<file path="src/verilog/run_sync_pkg.sv">
`default_nettype none
package run_sync_pkg;
  // Clock rate
  localparam int unsigned CLK_HZ = 25_000_000;
  // Least start pulse, microseconds
  localparam int unsigned START_MIN_US = 500;
  localparam int unsigned START_MIN_CYC = (START_MIN_US * (CLK_HZ / 1_000_000));
  // Start contact closure, milliseconds
  localparam int unsigned CONTACT_MS = 120;
  localparam int unsigned CONTACT_CYC = (CONTACT_MS * (CLK_HZ / 1_000));
  // Counter width
  localparam int unsigned CNT_W = 22;
  // Most instruments on the shared lines
  localparam int unsigned MAX_PARTIES = 10;
  // Run state
  typedef enum logic [1:0] {ST_IDLE, ST_PREP, ST_RUN} run_state_t;
endpackage : run_sync_pkg
`default_nettype wire

</file>
<file path="src/verilog/remote_run_sync.sv">
`default_nettype none
module remote_run_sync
  import run_sync_pkg::*;
#(
  parameter int unsigned START_MIN = START_MIN_CYC,
  parameter int unsigned CONTACT = CONTACT_CYC
) (
  // Clock and reset
  input wire logic mclk,
  input wire logic nrst,
  // Shared prepare line
  input wire logic prepare_in,
  // Shared start line
  input wire logic start_in,
  output logic start_out,
  output logic start_oe,
  // Shared stop line
  input wire logic stop_in,
  output logic stop_out,
  output logic stop_oe,
  // Shared ready line
  output logic ready_out,
  output logic ready_oe,
  // Isolated start contact
  output logic contact_closed,
  // Local instrument side
  input wire logic local_start,
  input wire logic local_stop,
  input wire logic local_ready,
  input wire logic run_done,
  output logic prep_active,
  output logic run_active
);

  ////////////////////////////////////////////////////////////////////////
  // Synchronisers: ff1 read only by ff2
  logic [2:0] sync1;
  logic [2:0] sync2;
  always_ff @(posedge mclk or negedge nrst) begin
    if (!nrst) begin
      sync1 <= 3'h7;
      sync2 <= 3'h7;
    end else begin
      sync1 <= {stop_in, start_in, prepare_in};
      sync2 <= sync1;
    end
  end
  // Active-low meanings, low level is zero
  logic prep_req;
  logic start_low;
  logic stop_req;
  assign prep_req = ~sync2[0];
  assign start_low = ~sync2[1];
  assign stop_req = ~sync2[2];

  ////////////////////////////////////////////////////////////////////////
  // Own start pull, seen back through the synchroniser, is no request
  logic pull_start;
  logic [2:0] own_hist;
  logic own_start;
  always_ff @(posedge mclk or negedge nrst) begin
    if (!nrst) begin
      own_hist <= 3'h0;
    end else begin
      own_hist <= {own_hist[1:0], pull_start};
    end
  end
  // Covers the pull plus the synchroniser's lag after release
  assign own_start = pull_start || (own_hist != 3'h0);

  ////////////////////////////////////////////////////////////////////////
  // Start pulse width measurement
  logic [CNT_W-1:0] low_cnt;
  logic start_seen;
  always_ff @(posedge mclk or negedge nrst) begin
    if (!nrst) begin
      low_cnt <= '0;
    end else if (!start_low || own_start) begin
      low_cnt <= '0;
    end else if (low_cnt < CNT_W'(START_MIN)) begin
      low_cnt <= low_cnt + 1'b1;
    end
  end
  // One pulse when the low has lasted long enough
  assign start_seen = start_low && (low_cnt == CNT_W'(START_MIN - 1));

  ////////////////////////////////////////////////////////////////////////
  // Run state machine
  run_state_t state;
  logic run_begin;
  assign run_begin = (state != ST_RUN) && !stop_req && !local_stop && (start_seen || local_start);
  always_ff @(posedge mclk or negedge nrst) begin
    if (!nrst) begin
      state <= ST_IDLE;
    end else begin
      unique case (state)
        ST_IDLE: begin
          if (stop_req || local_stop) state <= ST_IDLE;
          else if (run_begin) state <= ST_RUN;
          else if (prep_req) state <= ST_PREP;
        end
        ST_PREP: begin
          if (stop_req || local_stop) state <= ST_IDLE;
          else if (run_begin) state <= ST_RUN;
        end
        ST_RUN: begin
          if (stop_req || local_stop || run_done) state <= ST_IDLE;
        end
      endcase
    end
  end
  assign prep_active = (state == ST_PREP);
  assign run_active = (state == ST_RUN);

  ////////////////////////////////////////////////////////////////////////
  // Start contact timer
  logic [CNT_W-1:0] contact_cnt;
  always_ff @(posedge mclk or negedge nrst) begin
    if (!nrst) begin
      contact_cnt <= '0;
    end else if (run_begin) begin
      contact_cnt <= CNT_W'(CONTACT);
    end else if (contact_cnt != '0) begin
      contact_cnt <= contact_cnt - 1'b1;
    end
  end
  always_ff @(posedge mclk or negedge nrst) begin
    if (!nrst) begin
      contact_closed <= 1'b0;
    end else begin
      contact_closed <= run_begin || (contact_cnt > CNT_W'(1));
    end
  end

  ////////////////////////////////////////////////////////////////////////
  // Local start holds the shared line as long as a far start needs
  logic [CNT_W-1:0] drive_cnt;
  logic local_go;
  assign local_go = run_begin && local_start;
  always_ff @(posedge mclk or negedge nrst) begin
    if (!nrst) begin
      drive_cnt <= '0;
    end else if (local_go) begin
      drive_cnt <= CNT_W'(START_MIN);
    end else if (drive_cnt != '0) begin
      drive_cnt <= drive_cnt - 1'b1;
    end
  end

  ////////////////////////////////////////////////////////////////////////
  // Line drivers: output level always low, enable pulls
  logic pull_stop;
  logic pull_ready;
  always_ff @(posedge mclk or negedge nrst) begin
    if (!nrst) begin
      pull_start <= 1'b0;
      pull_stop <= 1'b0;
      pull_ready <= 1'b1;
    end else begin
      pull_start <= local_go || (drive_cnt > CNT_W'(1));
      pull_stop <= local_stop;
      pull_ready <= !(local_ready && (state != ST_RUN) && !run_begin);
    end
  end
  assign start_out = 1'b0;
  assign stop_out = 1'b0;
  assign ready_out = 1'b0;
  assign start_oe = pull_start;
  assign stop_oe = pull_stop;
  assign ready_oe = pull_ready;

  ////////////////////////////////////////////////////////////////////////
  // Assertions
  property p_sync_delay;
    @(posedge mclk) disable iff (!nrst) $fell(sync2[1]) |-> $past(start_in, 2) == 1'b0;
  endproperty
  a_sync_delay: assert property (p_sync_delay) else $error("start sync delay wrong");
  property p_short_pulse;
    @(posedge mclk) disable iff (!nrst) start_seen |-> $past(start_low, 1);
  endproperty
  a_short_pulse: assert property (p_short_pulse) else $error("start seen too early");
  property p_start_run;
    @(posedge mclk) disable iff (!nrst) run_begin |=> run_active;
  endproperty
  a_start_run: assert property (p_start_run) else $error("run did not begin");
  property p_contact_on;
    @(posedge mclk) disable iff (!nrst) run_begin |=> contact_closed;
  endproperty
  a_contact_on: assert property (p_contact_on) else $error("contact did not close");
  property p_contact_open;
    @(posedge mclk) disable iff (!nrst) (contact_cnt == CNT_W'(1)) && !run_begin |=> !contact_closed;
  endproperty
  a_contact_open: assert property (p_contact_open) else $error("contact stayed closed");
  property p_stop;
    @(posedge mclk) disable iff (!nrst) stop_req |=> !run_active;
  endproperty
  a_stop: assert property (p_stop) else $error("stop did not end run");
  property p_prep;
    @(posedge mclk) disable iff (!nrst) (state == ST_IDLE) && prep_req && !stop_req && !local_stop
      && !run_begin |=> prep_active;
  endproperty
  a_prep: assert property (p_prep) else $error("prepare not entered");
  property p_ready;
    @(posedge mclk) disable iff (!nrst) run_active |=> ready_oe;
  endproperty
  a_ready: assert property (p_ready) else $error("ready released during run");
  property p_open_drain;
    @(posedge mclk) disable iff (!nrst) !start_out && !stop_out && !ready_out;
  endproperty
  a_open_drain: assert property (p_open_drain) else $error("line driven high");
  property p_start_drive;
    @(posedge mclk) disable iff (!nrst) local_go |=> start_oe;
  endproperty
  a_start_drive: assert property (p_start_drive) else $error("local start not on line");
  c_ext_start: cover property (@(posedge mclk) disable iff (!nrst) start_seen ##1 run_active);
  c_prep_run: cover property (@(posedge mclk) disable iff (!nrst) prep_active ##1 run_active);
  c_stop_abort: cover property (@(posedge mclk) disable iff (!nrst) run_active ##1 stop_req ##1 !run_active);
endmodule : remote_run_sync
`default_nettype wire

</file>
<file path="config.mk">
export PLATFORM = sky130hd
export DESIGN_NAME = remote_run_sync
export DESIGN_NICKNAME = d
export VERILOG_FILES = /design/src/verilog/run_sync_pkg.sv /design/src/verilog/remote_run_sync.sv
export SDC_FILE = /design/constraint.sdc
export NUM_CORES = 1
export LEC_CHECK = 0
export ABC_CLOCK_PERIOD_IN_PS = 2700
export BUFFER_PORTS_ARGS = -buffer_cell sky130_fd_sc_hd__clkbuf_2
export CAP_MARGIN = 40
export CELL_PAD_IN_SITES_DETAIL_PLACEMENT = 1
export CELL_PAD_IN_SITES_GLOBAL_PLACEMENT = 2
export CORE_MARGIN = 10
export CORE_UTILIZATION = 40
export CTS_CLUSTER_SIZE = 20
export DETAILED_ROUTE_END_ITERATION = 12
export GPL_TIMING_DRIVEN = 0
export PLACE_DENSITY = 0.85
export SETUP_SLACK_MARGIN = 0.05
export SLEW_MARGIN = 10
export SYNTH_ARGS = -nofsm -noshare
export SYNTH_HDL_FRONTEND = slang
export SYNTH_SLANG_ARGS = --single-unit
</file>
<file path="constraint.sdc">
create_clock -name mclk -period 2.7 [get_ports mclk]
set_clock_uncertainty 0.05 [all_clocks]
set_input_delay 0.135 -clock mclk [delete_from_list [all_inputs] [get_ports mclk]]
set_output_delay 0.135 -clock mclk [all_outputs]
set_load 0.005 [all_outputs]
</file>
==> results.md, run 1 <==
- Initial antenna violation count: 0
- Mapped cell area: 4175 um2
- Port bufs: 14
- Leading area contributor after synthesis: dfrtp_1
- Clock power share: 30.8%
- Worst slew pin tran: 797.3 ps
- Slowest stage delay, CP: 490 ps
- # IOs: 18
- Primary FF master, synth: dfrtp_1
- Die area: 14920 um2
- Core area: 10230 um2
- Slew HR: 46.36%
- Share of cells above drive strength 1: 14.22%
- Final instance area: 4707 um2
- Net Switching: 900.1 uW
- ANT cells: 0
- Worst skew pair latency: 370 ps
- Flops & latches, synth: 81
- Fmax: 417.2 MHz
- Hold WS: 122.8 ps
- Post-route ant nets: 0
- Vias in the first global route: 3398
- Footprint of the multi-input gates: 2027 um2
- Fill cells: 1186
- Status: finished, final reports clean
- Clock sinks: 81
- Sequential fraction of the synthesis area: 48.76%
- CTS root buf: clkbuf_8
- Final setup violating endpoints: 0
- Drt via density: 5.406
- Post-Syn Instances: 417
- Crit path time final: 2397 ps
- DPL Wire Length: 6910 um
- Internal: 1977 uW
- CP Max Fanout: 10
- Clock buffer depth: 2
- Period utilization: 88.77%
- Starting Density: 40.81%
- Via count: 3206
- Power, Total: 2877 uW
- Startpoint Class: flip-flop
- Final hold vios: 0
- DRC: 0
- Setup TNS Final: 0 ps
- Worst R2R Path Depth: 7
- FF+latch area: 2036 um2
- Drt initial violations: 174
- Critical path type: reg2reg
- Worst setup EP type: flip-flop
- Comb pwr share: 17.9%
- Worst Path Required: 2880 ps
- Gpl congestion: 0.7565
- Die Y: 122.2 um
- Reg clk slew, reported paths: 90 ps
- Top-area cell type share of the netlist area: 44.35%
- Hold Crit Depth: 5
- Slew Viols, Final: 0
- Peak VDD IR: 0.0003647 V
- Worst min-delay path category: in2reg
- Top-count cell post-synth: dfrtp_1
- Std-Cell Rows: 37
- Max-capacitance violation count: 0
- Cell Area, Placed: 4453 um2
- Crit path DAT: 2570 ps
- RSZ-0062 raised after global routing: false
- Sequential power share: 51.2%
- CP max-delay cell: clkbuf_1
- Synth top cells by count: dfrtp_1 (74), nor2_1 (50), nand2_1 (42)
- All-Layer GR Usage: 14.08%
- Die Wd: 122.2 um
- Post-synthesis cell type count: 59
- First-pass GRT wire length: 16950 um
- Sw frac: 31.29%
- Mean routed wirelength per cell: 16.33 um
- Fraction of synthesis flops using an asynchronous set or reset pin: 100.0%
- TritonCTS buffer count: 9
- Drt total wl: 9685 um
- Largest net degree at the start of global routing: 50
- Most common cell on crit path: nor2_1
- CP cell instances: ha_1, nor4bb_1, nand4_1, nor2_1, o21a_1, clkbuf_1, nor2_1
- Avg Cell Area, Syn: 10.01 um2
- Total grt overflow: 0
- CTS tree: yes
- Htree depth: 3
- Leakage: 0.001870 uW
- Pwr dens: 611.2 nW/um2
- Synth warn: 0
- Top cells by area, synth: dfrtp_1 (44%), xnor2_1 (6.3%), nor2_1 (4.5%)
- Area delta synth->final: 12.74%
- Router iterations before antenna repair: 4
- Final Net Count: 471
- Number of synthesized flops with an enable pin: 0
-- repair_timing --
item / in CTS / in global routing
buffers inserted: 0 / 0
hold endpoints to repair: 34 / 0
hold buffers: 6 / 0
gates resized for setup: 0 / 0
-- cells by family after synthesis --
family          count (synthesis)  synth area share (%)
flops                          81                 48.76
mux                             1                0.2397
compound gates                 44                 7.402
buf+inv                        25                 2.877
other cells                     1               0.08981
xor+xnor                       39                 8.181
simple gates                  216                 29.46
fa+ha+maj                      10                 2.997
-- per-stage QoR --
stage	setup slack [ps]	utilization, %	instances
3_5_place_dp	257.2	43.52	570
2_1_floorplan	597.1	-	419
4_1_cts	213.0	45.96	592
6_report	303.2	46.01	593
3_3_place_gp	298.6	43.23	569
5_1_grt	85.87	46.01	593
-- power by group through the flow --
| stage | clock [uW] | sequential [uW] | combinational, uW |
|---|---|---|---|
| 5_1_grt | 973 | 1490 | 592 |
| 4_1_cts | 917 | 1480 | 523 |
| 2_1_floorplan | 0 | 1460 | 373 |
| 3_5_place_dp | 0 | 1500 | 513 |
| 3_3_place_gp | 0 | 1490 | 484 |
| 6_report | 888 | 1470 | 516 |
-- layer usage --
layer  track usage, %  vias up  share of wire, %
li1                 -     1529                 -
met1            17.32     1642                45
met2            23.38       26                51
met3            3.469        9               2.4
met4            5.302        0               1.6
met5                0        -                 0
-- area by class of cell --
class / instances / share of cell area [%]
multi-input cells: 313 / 43.06
repair buffers: 22 / 3.509
plain buffers: 17 / 1.914
clock buffers: 11 / 2.791
well taps: 136 / 3.615
flip-flops and latches: 81 / 43.25
inverters: 8 / 0.6380
clock inverters: 5 / 1.223
-- critical path, delay by kind of cell (launching register included) --
| kind | cells | cell delay (ps) |
|---|---|---|
| AO/OA/AOI/OAI | 1 | 230 |
| buffers and inverters | 1 | 490 |
| AND/OR/NAND/NOR | 4 | 800 |
| flip-flops | 1 | 400 |
| adder cells (fa/ha/maj) | 1 | 290 |
-- path summary, 6_finish.rpt --
path	from	to	slack, ps
hold / removal	run_done	state[0]	120
min in group asynchronous	nrst	low_cnt[2]	240
hold reg to reg	sync1[2]	sync2[2]	310
setup reg to reg	low_cnt[0]	contact_cnt[11]	300
setup / recovery	low_cnt[0]	contact_cnt[11]	300
max in group asynchronous	nrst	sync1[2]	1680
-- placed cells by master, fill, tap and decap left out, types with 3 or more instances in the layout --
cell type / netlist / final
xnor2_1: 30 / 30
and2_1: 3 / 3
conb_1: 1 / 3
xor2_1: 9 / 9
nand2_1: 42 / 42
nor4b_1: 3 / 3
clkbuf_8: 0 / 9
dlygate4sd3_1: 0 / 6
and3_1: 11 / 11
nor2_1: 50 / 50
inv_1: 8 / 8
o21ai_1: 5 / 5
nor3_1: 23 / 23
or4_1: 4 / 4
nor4_2: 3 / 3
nor4_1: 14 / 14
nor3b_1: 3 / 3
or3_1: 10 / 10
dfrtp_1: 74 / 74
buf_4: 3 / 3
ha_1: 10 / 10
clkbuf_1: 11 / 13
o21ai_0: 6 / 6
dfstp_2: 7 / 7
clkbuf_2: 0 / 14
nand3b_1: 5 / 5
o31ai_1: 3 / 3
a21oi_1: 13 / 13
nor2b_1: 3 / 3
or4b_1: 3 / 3
nand3_1: 14 / 14
nand4_1: 6 / 6
-- state kept, by name, indices dropped and copies added, names as in the netlist --
| signal | flops |
|---|---|
| start_oe | 1 |
| contact_cnt | 22 |
| drive_cnt | 22 |
| sync2 | 3 |
| own_hist | 3 |
| contact_closed | 1 |
| ready_oe | 1 |
| state | 2 |
| low_cnt | 22 |
| stop_oe | 1 |
| sync1 | 3 |
No activity file was read; power rests on OpenSTA's default activity.
==> run 2: changes to the inputs <==
--- a/config.mk
+++ b/config.mk
@@ -5,17 +5,17 @@
 export SDC_FILE = /design/constraint.sdc
 export NUM_CORES = 1
 export LEC_CHECK = 0
-export ABC_CLOCK_PERIOD_IN_PS = 2700
+export ABC_CLOCK_PERIOD_IN_PS = 2200
 export BUFFER_PORTS_ARGS = -buffer_cell sky130_fd_sc_hd__clkbuf_2
 export CAP_MARGIN = 40
 export CELL_PAD_IN_SITES_DETAIL_PLACEMENT = 1
 export CELL_PAD_IN_SITES_GLOBAL_PLACEMENT = 2
 export CORE_MARGIN = 10
-export CORE_UTILIZATION = 40
+export CORE_UTILIZATION = 36
 export CTS_CLUSTER_SIZE = 20
 export DETAILED_ROUTE_END_ITERATION = 12
 export GPL_TIMING_DRIVEN = 0
-export PLACE_DENSITY = 0.85
+export PLACE_DENSITY = 0.81
 export SETUP_SLACK_MARGIN = 0.05
 export SLEW_MARGIN = 10
 export SYNTH_ARGS = -nofsm -noshare
==> constraint.sdc (replaced) <==
create_clock -name mclk -period 2.2 [get_ports mclk]
set_clock_uncertainty 0.05 [all_clocks]
set_input_delay 0.11 -clock mclk [delete_from_list [all_inputs] [get_ports mclk]]
set_output_delay 0.11 -clock mclk [all_outputs]
set_load 0.005 [all_outputs]
==> results.md, run 2 (synthesis results as in run 1) <==
- Worst setup EP type: flip-flop (unchanged)
- CP Max Fanout: 6 (was 10)
- Fmax: 443.6 MHz (was 417.2 MHz)
- Hold EP: state[0] (unchanged)
- Hold WS: 162.1 ps (was 122.8 ps)
- Drt via density: 5.333 (was 5.406)
- All-Layer GR Usage: 12.83% (was 14.08%)
- CTS tree: yes (unchanged)
- Via count: 3301 (was 3206)
- Cell Area, Placed: 4462 um2 (was 4453 um2)
- Leakage: 0.002136 uW (was 0.001870 uW)
- M1 wire length: 4751 um (was 4383 um)
- CP max-delay cell: or4b_1 (was clkbuf_1)
- Worst R2R End: drive_cnt[10] (was contact_cnt[11])
- Drt total wl: 10580 um (was 9685 um)
- Peak VDD IR: 0.0004250 V (was 0.0003647 V)
- Final Worst Setup Slack: -54.21 ps (was 303.2 ps)
- Final instance area: 5383 um2 (was 4707 um2)
- Critical path depth: 8 (was 7)
- Crit path DAT: 2420 ps (was 2570 ps)
- Die Y: 127.7 um (was 122.2 um)
- Failing checks: setup timing
- Vias in the first global route: 3400 (was 3398)
- Crit path time final: 2254 ps (was 2397 ps)
- Post-route ant nets: 0 (unchanged)
- Worst R2R Path Depth: 8 (was 7)
- Routed wl met3: 211 um (was 231 um)
- Gpl congestion: 0.7880 (was 0.7565)
- Final hold vios: 0 (unchanged)
- Total grt overflow: 0 (unchanged)
- DPL Wire Length: 6689 um (was 6910 um)
- Clock buffer depth: 2 (unchanged)
- Worst min-delay path category: in2reg (unchanged)
- Die Wd: 127.7 um (was 122.2 um)
- Period utilization: 102.5% (was 88.77%)
- # IOs: 18 (unchanged)
- Critical path type: reg2reg (unchanged)
- Mean routed wirelength per cell: 17.09 um (was 16.33 um)
- Status: complete, but fails checks (was finished, final reports clean)
- Reg clk slew, reported paths: 60 ps (was 90 ps)
- Most common cell on crit path: or3_4 (was nor2_1)
- Most common cell after layout, fill and taps aside: dfrtp_1 (unchanged)
- CP cell instances: inv_2, ha_4, or4b_1, or3_4, clkbuf_16, nor2_8, or3_4, a21oi_2 (was ha_1, nor4bb_1, nand4_1, nor2_1, o21a_1, clkbuf_1, nor2_1)
- Hold Crit Start: run_done (unchanged)
- Most frequent cells in the layout: dfrtp_1 (73), nor2_1 (48), nand2_1 (41), xnor2_1 (29), buf_4 (24) (was dfrtp_1 (74), nor2_1 (50), nand2_1 (42), xnor2_1 (30), nor3_1 (23))
- Htree depth: 3 (unchanged)
- Worst Path Required: 2360 ps (was 2880 ps)
- Worst setup path startpoint: drive_cnt[1] (was low_cnt[0])
- Worst slew pin tran: 711.7 ps (was 797.3 ps)
- WL met2: 5465 um (was 4919 um)
- Max-capacitance violation count: 0 (unchanged)
- CTS root buf: clkbuf_16 (was clkbuf_8)
- Slowest stage delay, CP: 440 ps (was 490 ps)
- Slew Viols, Final: 0 (unchanged)
- DR top layer: met4 (unchanged)
- Clock sinks: 81 (unchanged)
- Worst skew pair latency: 340 ps (was 370 ps)
- Crit path buffers/inverters: 2 (was 1)
- DRC: 0 (unchanged)
- Startpoint Class: flip-flop (unchanged)
- First-pass GRT wire length: 17270 um (was 16950 um)
- Largest net degree at the start of global routing: 44 (was 50)
- Starting Density: 36.72% (was 40.81%)
- Port bufs: 14 (unchanged)
- Final Net Count: 490 (was 471)
- Share of cells above drive strength 1: 28.57% (was 14.22%)
- Slew HR: 52.19% (was 46.36%)
- RSZ-0062 raised after global routing: true (was false)
- Hold Crit Depth: 5 (unchanged)
- TritonCTS buffer count: 9 (unchanged)
- Router iterations before antenna repair: 4 (unchanged)
- Core area: 11370 um2 (was 10230 um2)
- Biggest regs: contact_cnt x22, drive_cnt x22, low_cnt x22 (unchanged)
- Final setup violating endpoints: 10 (was 0)
- ANT cells: 0 (unchanged)
- Kind of cell adding the most delay to the critical path: simple AND/OR/NAND/NOR gates (unchanged)
- Die area: 16310 um2 (was 14920 um2)
- Pwr dens: 833.0 nW/um2 (was 611.2 nW/um2)
- Area delta synth->final: 28.92% (was 12.74%)
- R2R Setup Slk: -50 ps (was 300 ps)
- Initial antenna violation count: 0 (unchanged)
- Reg2Reg Launch Point: drive_cnt[1] (was low_cnt[0])
- Drt initial violations: 118 (was 174)
- Std-Cell Rows: 39 (was 37)
[run 2: cell types whose count changed in the layout (fill, tap and decap cells not counted), moves of 6 or more]
cell       change
buf_4         +21
clkbuf_1      -10
clkbuf_16     +10
clkbuf_8       -6
nor4_1        -10
nor4_4         +8
[run 2: layer usage]
| layer | up-vias | GRT usage [%] |
|---|---|---|
| met5 | - | 0 |
| met1 | 1689 | 15.57 |
| met2 | 29 | 22.27 |
| met4 | 0 | 5.033 |
| li1 | 1572 | - |
| met3 | 11 | 1.985 |
[run 2: worst max-delay path by stage]
| stage | endpoint | slack, ps |
|---|---|---|
| after global placement | contact_closed | -210 |
| after global routing | drive_cnt[17] | -140 |
| final | drive_cnt[10] | -50 |
| after floorplan | drive_cnt[4] | 100 |
| after CTS | drive_cnt[4] | -7 |
| after detailed placement | contact_cnt[0] | -260 |
[run 2: layout make-up]
type / count / area, um2
buffer: 15 / 110.1
fill: 1255 / 5987
timing repair buffer: 43 / 346.6
multi-input combinational: 313 / 2316
clock buffer: 12 / 266.5
clock inverter: 4 / 97.59
tap: 143 / 178.9
sequential: 81 / 2037
inverter: 8 / 30.03
[run 2: metrics by stage]
step	utilization, %	worst slack, ps	setup TNS (ps)	total power (uW)	instances
after floorplan	-	97.09	0	2252	419
after detailed placement	39.24	-258.7	-6149	2458	577
after global placement	38.98	-210.6	-4209	2425	576
final	47.34	-54.21	-368.8	4484	619
after CTS	44.39	-6.930	-6.930	4391	606
after global routing	47.34	-142.3	-1394	4711	619
[run 2: what timing repair did]
item | in CTS | in global routing
endpoints found under the hold margin | 39 | 0
hold buffers | 6 | 0
buffers inserted | 8 | 13
pin swaps | 11 | 27
cloned | 0 | 1
gates resized for setup | 31 | 50
endpoints found under the setup margin | 49 | 54
[run 2: worst min-delay path, cell delays in order]
cell and delay, ps:
clkbuf_2 100, inv_1 70, a21oi_1 70, nand3_1 80, o22ai_1 80
[run 2: where the power goes]
group          internal (uW)  switching [uW]
combinational            389             435
clock                   1200             619
sequential              1630             205
total                   3230            1260
